`src/pkg/atqr_pkg.sv`:
```
/*
 * Auto-torque tuning register bank: shared constants and types.
 * Assumes a 20 MHz system clock and 8-bit registers on a 32-bit APB bus.
 */
package atqr_pkg;

    // Bus geometry
    localparam int ADDR_W = 8;
    localparam int DATA_W = 32;
    localparam int IDX_W = 6;
    localparam logic [1:0] WORD_ALIGN = 2'b00;

    // Register indices; byte address is four times the index
    localparam logic [IDX_W-1:0] IDX_INIT_HIGH = 6'h20;
    localparam logic [IDX_W-1:0] IDX_INIT_LOW = 6'h21;
    localparam logic [IDX_W-1:0] IDX_CUR_FINAL_HIGH = 6'h22;
    localparam logic [IDX_W-1:0] IDX_FINAL_LOW = 6'h23;
    localparam logic [IDX_W-1:0] IDX_BAND_UPPER = 6'h24;
    localparam logic [IDX_W-1:0] IDX_BAND_LOWER = 6'h25;
    localparam logic [IDX_W-1:0] IDX_PROP_GAIN = 6'h26;
    localparam logic [IDX_W-1:0] IDX_CONTROL = 6'h28;

    // Field positions
    localparam int HIGH_MSB = 2;
    localparam int START_CUR_LSB = 3;
    localparam int START_CUR_MSB = 7;
    localparam int ENABLE_BIT = 7;
    localparam int KICKOFF_BIT = 6;
    localparam int LOW_BYTE_LANE = 0;

    // Reset values
    localparam logic [4:0] RST_START_CURRENT = 5'h04;
    localparam logic [7:0] RST_BYTE = 8'h00;

    // Learning current: setting times eight, and the final level
    localparam int CURRENT_SHIFT = 3;
    localparam logic [7:0] FINAL_LEARN_CURRENT = 8'hff;

    // Settle time at each learning level
    localparam int CLK_MHZ = 20;
    localparam int LEARN_SETTLE_US = 1000;
    localparam int SETTLE_CYCLES = LEARN_SETTLE_US * CLK_MHZ;
    localparam int CNT_W = 20;

    // Software-visible configuration
    typedef struct packed {
        logic [2:0] init_high;
        logic [7:0] init_low;
        logic [4:0] start_cur;
        logic [2:0] final_high;
        logic [7:0] final_low;
        logic [7:0] upper;
        logic [7:0] lower;
        logic [7:0] gain;
        logic enable;
        logic kickoff;
    } atqr_cfg_type;

    // Parameters handed to the torque loop
    typedef struct packed {
        logic [10:0] learn_const_initial;
        logic [10:0] learn_const_final;
        logic [7:0] band_upper_limit;
        logic [7:0] band_lower_limit;
        logic [7:0] loop_proportional_gain;
    } atqr_tuning_type;

    typedef enum logic [1:0] {
        ST_IDLE,
        ST_SETTLE_INIT,
        ST_SETTLE_FINAL
    } atqr_state_type;

endpackage

```
`src/atqr_regs.sv`:
```
/*
 * Auto-torque tuning register bank with APB slave and learning sequencer.
 * Assumes I_LOAD_COUNT comes from logic on I_CLK_SYS and the torque loop
 * consumes O_TUNING on the same clock.
 */
// The APB register port was decided locally.
`timescale 1ns/1ps

//////////////////////////////////////////////////////////////////////////////
module atqr_regs
    import atqr_pkg::*;
#(
    parameter int SETTLE_COUNT = SETTLE_CYCLES
) (
    input wire logic I_CLK_SYS, // System clock, 20 MHz
    input wire logic I_SYS_RST, // Synchronous reset, active high
    input wire logic I_PSEL, // APB select
    input wire logic I_PENABLE, // APB access phase
    input wire logic I_PWRITE, // APB direction, high for write
    input wire logic [ADDR_W-1:0] I_PADDR, // APB byte address
    input wire logic [DATA_W-1:0] I_PWDATA, // APB write data
    input wire logic [3:0] I_PSTRB, // APB byte strobes
    input wire logic [10:0] I_LOAD_COUNT, // Load counter from torque loop
    output logic O_PREADY, // APB ready
    output logic [DATA_W-1:0] O_PRDATA, // APB read data
    output logic O_PSLVERR, // APB error, unmapped address
    output atqr_tuning_type O_TUNING, // Parameters, zero when disabled
    output logic O_ADAPT_ACTIVE, // Auto-torque enabled
    output logic O_CURRENT_OVERRIDE, // Learning drives the coil current
    output logic [7:0] O_COIL_CURRENT // Learning current level
);

    //////////////////////////////////////////////////////////////////////////
    // Decoding helpers

    // Index of a word-aligned register, shared by read and write paths
    function automatic logic [IDX_W-1:0] reg_index(input logic [ADDR_W-1:0] addr);
        reg_index = addr[ADDR_W-1:2];
    endfunction

    function automatic logic is_mapped(input logic [ADDR_W-1:0] addr);
        logic [IDX_W-1:0] idx;
        idx = reg_index(addr);
        is_mapped = (addr[1:0] == WORD_ALIGN)
            && (((idx >= IDX_INIT_HIGH) && (idx <= IDX_PROP_GAIN)) || (idx == IDX_CONTROL));
    endfunction

    function automatic logic [7:0] read_value(input logic [IDX_W-1:0] idx,
                                              input atqr_cfg_type c);
        case (idx)
            IDX_INIT_HIGH: read_value = {5'h00, c.init_high};
            IDX_INIT_LOW: read_value = c.init_low;
            IDX_CUR_FINAL_HIGH: read_value = {c.start_cur, c.final_high};
            IDX_FINAL_LOW: read_value = c.final_low;
            IDX_BAND_UPPER: read_value = c.upper;
            IDX_BAND_LOWER: read_value = c.lower;
            IDX_PROP_GAIN: read_value = c.gain;
            IDX_CONTROL: read_value = {c.enable, c.kickoff, 6'h00};
            default: read_value = RST_BYTE;
        endcase
    endfunction

    //////////////////////////////////////////////////////////////////////////
    // State

    localparam logic [CNT_W-1:0] SETTLE_LAST = CNT_W'(SETTLE_COUNT - 1);

    atqr_cfg_type cfg;
    atqr_cfg_type next_cfg;
    atqr_state_type state;
    atqr_state_type next_state;
    logic [CNT_W-1:0] cnt;
    logic [CNT_W-1:0] next_cnt;
    logic next_pready;
    logic [DATA_W-1:0] next_prdata;
    logic next_pslverr;
    atqr_tuning_type next_tuning;
    logic next_override;
    logic [7:0] next_coil;
    logic wr_en;
    logic kick_set;
    logic [IDX_W-1:0] wr_idx;
    logic [7:0] wd;

    // Write commits only at the access edge with ready high, low lane only
    assign wr_en = I_PSEL && I_PENABLE && O_PREADY && I_PWRITE && !O_PSLVERR
        && I_PSTRB[LOW_BYTE_LANE];
    assign wr_idx = reg_index(I_PADDR);
    assign wd = I_PWDATA[7:0];
    assign kick_set = wr_en && (wr_idx == IDX_CONTROL) && wd[KICKOFF_BIT];

    //////////////////////////////////////////////////////////////////////////
    // Next-state logic: bus, registers, learning sequencer, outputs

    always_comb begin
        next_cfg = cfg;
        next_state = state;
        next_cnt = cnt;

        // Answer one cycle after setup so read data comes from a flop
        next_pready = I_PSEL && !I_PENABLE;
        next_prdata = '0;
        next_pslverr = 1'b0;
        if (I_PSEL && !I_PENABLE) begin
            next_pslverr = !is_mapped(I_PADDR);
            next_prdata = {24'h000000, read_value(reg_index(I_PADDR), cfg)};
        end

        // Software writes
        if (wr_en) begin
            case (wr_idx)
                IDX_INIT_HIGH: next_cfg.init_high = wd[HIGH_MSB:0];
                IDX_INIT_LOW: next_cfg.init_low = wd;
                IDX_CUR_FINAL_HIGH: begin
                    next_cfg.start_cur = wd[START_CUR_MSB:START_CUR_LSB];
                    next_cfg.final_high = wd[HIGH_MSB:0];
                end
                IDX_FINAL_LOW: next_cfg.final_low = wd;
                IDX_BAND_UPPER: next_cfg.upper = wd;
                IDX_BAND_LOWER: next_cfg.lower = wd;
                IDX_PROP_GAIN: next_cfg.gain = wd;
                IDX_CONTROL: next_cfg.enable = wd[ENABLE_BIT];
                default: next_cfg = next_cfg;
            endcase
        end

        // Learning; a capture overrides a software write in the same cycle
        case (state)
            ST_IDLE: begin
                if (cfg.kickoff && cfg.enable) begin
                    next_state = ST_SETTLE_INIT;
                    next_cnt = '0;
                end else if (cfg.kickoff) begin
                    next_cfg.kickoff = 1'b0; // Nothing to learn while disabled
                end
            end
            ST_SETTLE_INIT: begin
                if (!cfg.enable) begin
                    next_state = ST_IDLE;
                    next_cfg.kickoff = 1'b0;
                end else if (cnt == SETTLE_LAST) begin
                    {next_cfg.init_high, next_cfg.init_low} = I_LOAD_COUNT;
                    next_state = ST_SETTLE_FINAL;
                    next_cnt = '0;
                end else begin
                    next_cnt = cnt + 1'b1;
                end
            end
            ST_SETTLE_FINAL: begin
                if (!cfg.enable) begin
                    next_state = ST_IDLE;
                    next_cfg.kickoff = 1'b0;
                end else if (cnt == SETTLE_LAST) begin
                    {next_cfg.final_high, next_cfg.final_low} = I_LOAD_COUNT;
                    next_state = ST_IDLE;
                    next_cfg.kickoff = 1'b0;
                end else begin
                    next_cnt = cnt + 1'b1;
                end
            end
            default: next_state = ST_IDLE;
        endcase

        // A fresh kickoff wins over the self-clear
        if (kick_set) begin
            next_cfg.kickoff = 1'b1;
        end

        // Tuning outputs gated by the enable bit
        next_tuning = '0;
        if (next_cfg.enable) begin
            next_tuning.learn_const_initial = {next_cfg.init_high, next_cfg.init_low};
            next_tuning.learn_const_final = {next_cfg.final_high, next_cfg.final_low};
            next_tuning.band_upper_limit = next_cfg.upper;
            next_tuning.band_lower_limit = next_cfg.lower;
            next_tuning.loop_proportional_gain = next_cfg.gain;
        end
        next_override = (next_state != ST_IDLE);
        if (next_state == ST_SETTLE_INIT) begin
            next_coil = {3'b000, next_cfg.start_cur} << CURRENT_SHIFT;
        end else if (next_state == ST_SETTLE_FINAL) begin
            next_coil = FINAL_LEARN_CURRENT;
        end else begin
            next_coil = RST_BYTE;
        end
    end

    //////////////////////////////////////////////////////////////////////////
    // Registers

    // Every output is a flop so the loop sees glitch-free values
    always_ff @(posedge I_CLK_SYS) begin
        if (I_SYS_RST) begin
            cfg <= '{init_high: 3'b000, init_low: RST_BYTE, start_cur: RST_START_CURRENT,
                     final_high: 3'b000, final_low: RST_BYTE, upper: RST_BYTE,
                     lower: RST_BYTE, gain: RST_BYTE, enable: 1'b0, kickoff: 1'b0};
            state <= ST_IDLE;
            cnt <= '0;
            O_PREADY <= 1'b0;
            O_PRDATA <= '0;
            O_PSLVERR <= 1'b0;
            O_TUNING <= '0;
            O_ADAPT_ACTIVE <= 1'b0;
            O_CURRENT_OVERRIDE <= 1'b0;
            O_COIL_CURRENT <= RST_BYTE;
        end else begin
            cfg <= next_cfg;
            state <= next_state;
            cnt <= next_cnt;
            O_PREADY <= next_pready;
            O_PRDATA <= next_prdata;
            O_PSLVERR <= next_pslverr;
            O_TUNING <= next_tuning;
            O_ADAPT_ACTIVE <= next_cfg.enable;
            O_CURRENT_OVERRIDE <= next_override;
            O_COIL_CURRENT <= next_coil;
        end
    end

    logic learn_done;
    assign learn_done = (state == ST_SETTLE_FINAL) && cfg.enable && (cnt == SETTLE_LAST);
endmodule

```
`config.mk`:
```
export PLATFORM = sky130hd
export DESIGN_NAME = atqr_regs
export DESIGN_NICKNAME = d
export VERILOG_FILES = /design/src/pkg/atqr_pkg.sv /design/src/atqr_regs.sv
export SDC_FILE = /design/constraint.sdc
export NUM_CORES = 1
export LEC_CHECK = 0
export ABC_CLOCK_PERIOD_IN_PS = 6550
export BUFFER_PORTS_ARGS = -buffer_cell sky130_fd_sc_hd__buf_2
export CORE_AREA = 2 2 104 106
export DETAILED_ROUTE_END_ITERATION = 7
export DIE_AREA = 0 0 106 108
export PLACE_DENSITY = 0.82
export SLEW_MARGIN = 5
export SYNTH_ARGS = -nofsm -noshare
export SYNTH_HDL_FRONTEND = slang
export SYNTH_SLANG_ARGS = --single-unit
```
`constraint.sdc`:
```
create_clock -name I_CLK_SYS -period 6.55 [get_ports I_CLK_SYS]
set_input_delay 0.3275 -clock I_CLK_SYS [delete_from_list [all_inputs] [get_ports I_CLK_SYS]]
set_output_delay 0.3275 -clock I_CLK_SYS [all_outputs]
set_load 0.1 [all_outputs]
```
==> results of run 1 <==
layout by cell type (no fill, tap or decap), types with 4 or more instances in the layout:
master and n:
buf_2 98, mux2_2 7, nand3_1 8, and3_1 4, o21ai_1 4, nor3_1 9
inv_8 4, inv_1 11, xor2_1 10, a21oi_1 11, mux2i_1 66, nor2b_1 22
or2_2 4, nand4_1 10, nor2_1 107, ha_1 6, conb_1 24, inv_6 4
nand2_1 53, xnor2_1 8, dfxtp_1 138, a22oi_1 6, clkbuf_16 16, o21ai_0 34
critical path: stages, from the launching register on:
cell,delay [ns]
dfxtp_1,0.44
inv_1,0.10
ha_1,0.22
or2_2,0.34
a211oi_2,0.42
nand4_1,0.30
or2_2,0.37
or4b_1,0.50
a21oi_1,0.15
report_power, final:
group / switching, W / internal [W] / total (W) / leakage [nW]
registers: 0.000000310 / 0.000840 / 0.000840 / 1.11
clock network: 0.000396 / 0.000518 / 0.000915 / 0.273
logic: 0.0000939 / 0.0000142 / 0.000108 / 1.68
total: 0.000490 / 0.00137 / 0.00186 / 3.06
path summary, 6_finish.rpt:
kind / from / to / slack, ns / depth (start not counted)
hold / removal: I_PENABLE / O_PREADY / 0.02 / 2
hold reg to reg: cfg[4] / O_TUNING[2] / 0.52 / 2
setup / recovery: state[1] / cnt[11] / 3.63 / 8
setup reg to reg: state[1] / cnt[11] / 3.63 / 8
kinds of logic (layout without fill, tap and decap cells):
logic type,after synthesis,count (layout),share of synthesized area (%)
other,1,24,0.0655
and+or+nand+nor,248,248,21.2
xor gates and xnor gates,18,18,2.75
AOI/OAI and AO/OA,68,68,7.06
adders and majority gates,6,6,1.31
DFF,138,138,48.2
muxes,74,74,13.3
buffers and inverters,64,142,6.05
final cells by class:
type | instances | area, µm²
Tap cell | 136 | 170
Timing Repair Buffer | 99 | 498
Clock buffer | 17 | 414
Fill cell | 820 | 3480
Inverter | 11 | 41.3
Sequential cell | 138 | 2760
Clock inverter | 15 | 155
Multi-Input combinational cell | 438 | 2710
stage by stage:
| step | total power (W) | setup slack, ns | hold WS (ns) | utilization, % | area [µm²] |
|---|---|---|---|---|---|
| floorplan | 0.000954 | 3.68 | 0.423 | - | 5810 |
| global placement | 0.000964 | 3.75 | 0.482 | 60.4 | 6180 |
| detailed placement | 0.000965 | 3.68 | 0.494 | 60.4 | 6180 |
| CTS | 0.00187 | 3.67 | 0.00600 | 65.9 | 6750 |
| global route | 0.00191 | 3.43 | 0.0245 | 65.9 | 6750 |
| finish | 0.00186 | 3.63 | 0.0208 | 65.9 | 6750 |
sequential cells by signal, summed over array words and instances, names as in the netlist:
| name | flops |
|---|---|
| O_PSLVERR | 1 |
| O_COIL_CURRENT | 6 |
| O_PRDATA | 8 |
| O_CURRENT_OVERRIDE | 1 |
| O_TUNING | 46 |
| state | 2 |
| O_PREADY | 1 |
| cnt | 20 |
| cfg | 53 |
layer usage:
layer | up-vias | global-route usage, % | wire [µm]
met3 | 34 | 7.05 | 1010
met2 | 198 | 39.4 | 6480
met4 | 0 | 9.87 | 343
met5 | - | 0 | 0
li1 | 2227 | - | -
met1 | 2148 | 28.6 | 5580
==> results.py, run 1 <==
metrics = {
    "outcome": {
        "status": "completed",
    },
    "floorplan": {
        "dieArea_mm2": 0.0114,
        "die_h_um": 108,
        "initial_core_util_pct": 56.0,
        "num_rows": 37,
        "die-width_um": 106,
        "core_area_mm2": 0.0102,
        "ios": 150,
    },
    "placement": {
        "hpwl_mm": 9.11,
        "port_buffers": 98,
        "dp_cells": 822,
        "routabilityCongestion": 0.899,
    },
    "power_and_ir_drop": {
        "peakVddDrop_mv": 0.169,
        "cellPowerDensity_mw_per_mm2": 276,
        "leakage_nw": 3.06,
    },
    "synthesis": {
        "syn_inst": 617,
        "yosysTopAreaCell": "dfxtp_1",
        "async_reset_ff_share_pct": 0,
        "synthTopCellsByArea": "dfxtp_1 (48%), mux2i_1 (12%), nor2_1 (7.0%)",
        "yosys-top-cells-count": "dfxtp_1 (138), nor2_1 (107), mux2i_1 (66)",
        "synth_area_mm2": 0.00573,
        "syn_area_per_cell_um2": 9.28,
        "yosysWarnings": 0,
        "ys_ff_latch": 138,
        "synth_top_area_share_pct": 48.2,
        "synth_seq_area_share_pct": 48.2,
        "synth_edf_count": 0,
        "synth.distinct_cells": 56,
        "yosysMostFrequentCell": "dfxtp_1",
        "synth_flop_cell": "dfxtp_1",
    },
    "timing": {
        "rsz0062_at_grt": "false",
        "fin_skew_ns": 0.0117,
        "min_period_ns": 2.92,
        "fin_crit_sh_pct": 44.6,
        "max_slew_margin_pct": 31.9,
        "hold_viol": 0,
        "fmax_mhz": 343,
        "tightest_slew_ns": 1.01,
        "slew_viol_final": 0,
        "setup_tns_ns": 0,
        "setup_viol": 0,
    },
    "clock_network": {
        "cts_hold_buf": 0,
        "cts_made_buffers": 17,
        "root_buffer": "clkbuf_8",
        "clk_latency_ns": 0.52,
        "htree_levels": 4,
        "cts_num_sinks": 138,
        "cts_tree": "done",
        "post_cts_buffers": 0,
        "ctsResizeCount": 0,
        "cts_buffer_depth": 2,
        "path_clk_slew_ns": 0.06,
    },
    "min_path": {
        "hold_class": "in2reg",
    },
    "critical_path": {
        "arrival_ns": 3.36,
        "cp_max_fo": 6,
        "start_kind": "flip-flop",
        "crit_required_ns": 6.99,
        "cp-end-kind": "flip-flop",
        "criticalPathCategory": "reg2reg",
    },
    "route": {
        "routed_wl_mm": 13.4,
        "wl_per_cell_um": 15.7,
        "routed-via-count": 4607,
        "firstDrtPassIters": 5,
        "drt_iter0_drc": 299,
        "drcViolationCount": 0,
        "ant_nets": 0,
        "vias_per_cell": 5.39,
    },
    "run": {
        "maxCapViolCount": 0,
    },
    "global_route": {
        "overflow": 0,
        "grt_max_degree": 62,
        "antenna_found_initial": 0,
        "grt_pass1_vias": 4453,
        "grt_pass1_wl_mm": 21.3,
        "grt_usage_pct": 23.6,
    },
    "final_layout": {
        "layout-drive-gt1-share_pct": 21.6,
        "synthToLayoutAreaGrowth_pct": 17.8,
        "antenna_cells": 0,
        "final_cells": 854,
        "nNetsFinal": 771,
    },
}
(Power assumes the default switching activity.)
==> run 2, diff against run 1 <==
ABC_CLOCK_PERIOD_IN_PS = 2750   (was 6550)
CORE_AREA = 2 2 107 109   (was 2 2 104 106)
DIE_AREA = 0 0 109 111   (was 0 0 106 108)
PLACE_DENSITY = 0.78   (was 0.82)
clock period = 2.75 ns   (was 6.55 ns; I/O delays follow)
==> results.py, run 2 (same netlist as run 1, synthesis figures left out) <==
metrics = {
    "outcome": {
        "status": "completed",
    },
    "global_route": {
        "antenna_found_initial": 0,
        "grt_pass1_vias": 4426,
        "overflow": 0,
        "grt_max_degree": 48,
        "grt_pass1_wl_mm": 21.2,
        "grt_usage_pct": 22.7,
    },
    "placement": {
        "dpl-instance-area_mm2": 0.00628,
        "routabilityCongestion": 0.883,
        "hpwl_mm": 9.29,
        "port_buffers": 98,
        "dp_cells": 841,
    },
    "critical_path": {
        "reg2reg_to": "cnt[11]",
        "cp-end-kind": "flip-flop",
        "crit-reg2reg-launch": "state[1]",
        "r2r_slack_ns": 0.16,
        "arrival_ns": 2.94,
        "worstRegToRegCells": 8,
        "crit_required_ns": 3.10,
        "cp_max_fo": 6,
        "start_kind": "flip-flop",
        "criticalPathCategory": "reg2reg",
    },
    "clock_network": {
        "root_buffer": "clkbuf_16",
        "clk_latency_ns": 0.43,
        "cts_num_sinks": 138,
        "htree_levels": 4,
        "post_cts_buffers": 0,
        "cts_buffer_depth": 2,
        "cts_made_buffers": 17,
        "path_clk_slew_ns": 0.06,
        "cts_tree": "done",
    },
    "timing": {
        "tightest_slew_ns": 0.853,
        "hold_viol": 0,
        "max_slew_margin_pct": 43.1,
        "fin_crit_sh_pct": 94.3,
        "setup_viol": 0,
        "min_period_ns": 2.59,
        "rsz0062_at_grt": "false",
        "fmax_mhz": 386,
        "setup_tns_ns": 0,
        "slew_viol_final": 0,
        "fin_skew_ns": 0.00851,
    },
    "min_path": {
        "hold_depth": 3,
        "min_from": "I_LOAD_COUNT[1]",
        "holdPathEnd": "cfg[27]",
        "hold_class": "in2reg",
    },
    "final_layout": {
        "nNetsFinal": 786,
        "multi_input_area_mm2": 0.00271,
        "antenna_cells": 0,
        "ff_latch_area_mm2": 0.00276,
        "final_cells": 876,
        "top_regs": "cfg: 53 flops, O_TUNING: 46 flops, cnt: 20 flops",
        "fillers": 880,
        "stdcell_area_mm2": 0.00696,
        "final_cell_mix": "dfxtp_1 (137), nor2_1 (107), buf_2 (98), mux2i_1 (66), nand2_1 (53)",
        "layout-drive-gt1-share_pct": 23.1,
        "synthToLayoutAreaGrowth_pct": 21.5,
        "final_common_cell": "dfxtp_1",
        "regMostFlops": "cfg",
        "largest_reg_flops": 53,
    },
    "route": {
        "routed_wl_mm": 13.5,
        "routed-via-count": 4586,
        "ant_nets": 0,
        "firstDrtPassIters": 5,
        "vias_per_cell": 5.24,
        "wl_per_cell_um": 15.4,
        "drcViolationCount": 0,
        "drt_iter0_drc": 269,
    },
    "run": {
        "maxCapViolCount": 0,
    },
    "power_and_ir_drop": {
        "power_w": 0.00474,
        "peakVddDrop_mv": 0.414,
        "cellPowerDensity_mw_per_mm2": 682,
        "leakage_nw": 3.17,
    },
    "floorplan": {
        "num_rows": 39,
        "die_h_um": 111,
        "initial_core_util_pct": 51.7,
        "dieArea_mm2": 0.0121,
        "ios": 150,
        "core_area_mm2": 0.0111,
        "die-width_um": 109,
    },
}
[run 2: repair_timing]
action / CTS / global route
resized for setup: 0 / 1
hold buffers: 3 / 0
hold endpoints to repair: 3 / 0
endpoints found under the setup margin: 0 / 1
[run 2: worst max-delay path by stage]
stage / startpoint / endpoint / slack, ns / cells after the start
6_report: state[1] / cnt[11] / 0.16 / 8
5_1_grt: state[0] / cnt[11] / 0.04 / 8
4_1_cts: state[0] / cnt[11] / 0.14 / 8
3_5_place_dp: state[0] / cnt[11] / 0.18 / 8
3_3_place_gp: state[0] / cnt[11] / 0.31 / 8
2_1_floorplan: cfg[1] / cnt[11] / 0.22 / 7
[run 2: metal layers]
| layer | GRT usage [%] | routed length [µm] | up-vias |
|---|---|---|---|
| met5 | 0 | 0 | - |
| met4 | 11.6 | 446 | 0 |
| met3 | 6.11 | 920 | 44 |
| met2 | 35.9 | 6210 | 163 |
| met1 | 28.1 | 5920 | 2130 |
| li1 | - | - | 2249 |
[run 2: metrics by stage]
step / hold slack, ns / setup slack, ns / utilization, %
after floorplan: 0.233 / 0.220 / -
after global placement: 0.349 / 0.311 / 56.7
after detailed placement: 0.354 / 0.182 / 56.7
after CTS: 0.00309 / 0.137 / 62.8
after global routing: 0.0365 / 0.0446 / 62.8
final: 0.00313 / 0.156 / 62.8
[run 2: power breakdown]
group | leakage, nW | internal (W) | switching, W
clock | 0.310 | 0.00160 | 0.000878
combinational | 1.75 | 0.0000394 | 0.000226
sequential | 1.11 | 0.00200 | 0.000000854
[run 2: critical path: stages (launching register included)]
cell,delay (ns)
dfxtp_1,0.43
inv_1,0.09
ha_1,0.22
or2_2,0.35
a211oi_2,0.29
nand4_1,0.14
or2_2,0.30
or4b_1,0.51
a21oi_1,0.17
[run 2: area by class of cell]
class,instances,share of cell area [%]
Clock inverter,12,2.63
Multi-Input combinational cell,438,38.9
Timing Repair Buffer,114,8.88
Sequential cell,138,39.7
Clock buffer,20,6.71
Inverter,11,0.593
Tap cell,143,2.57
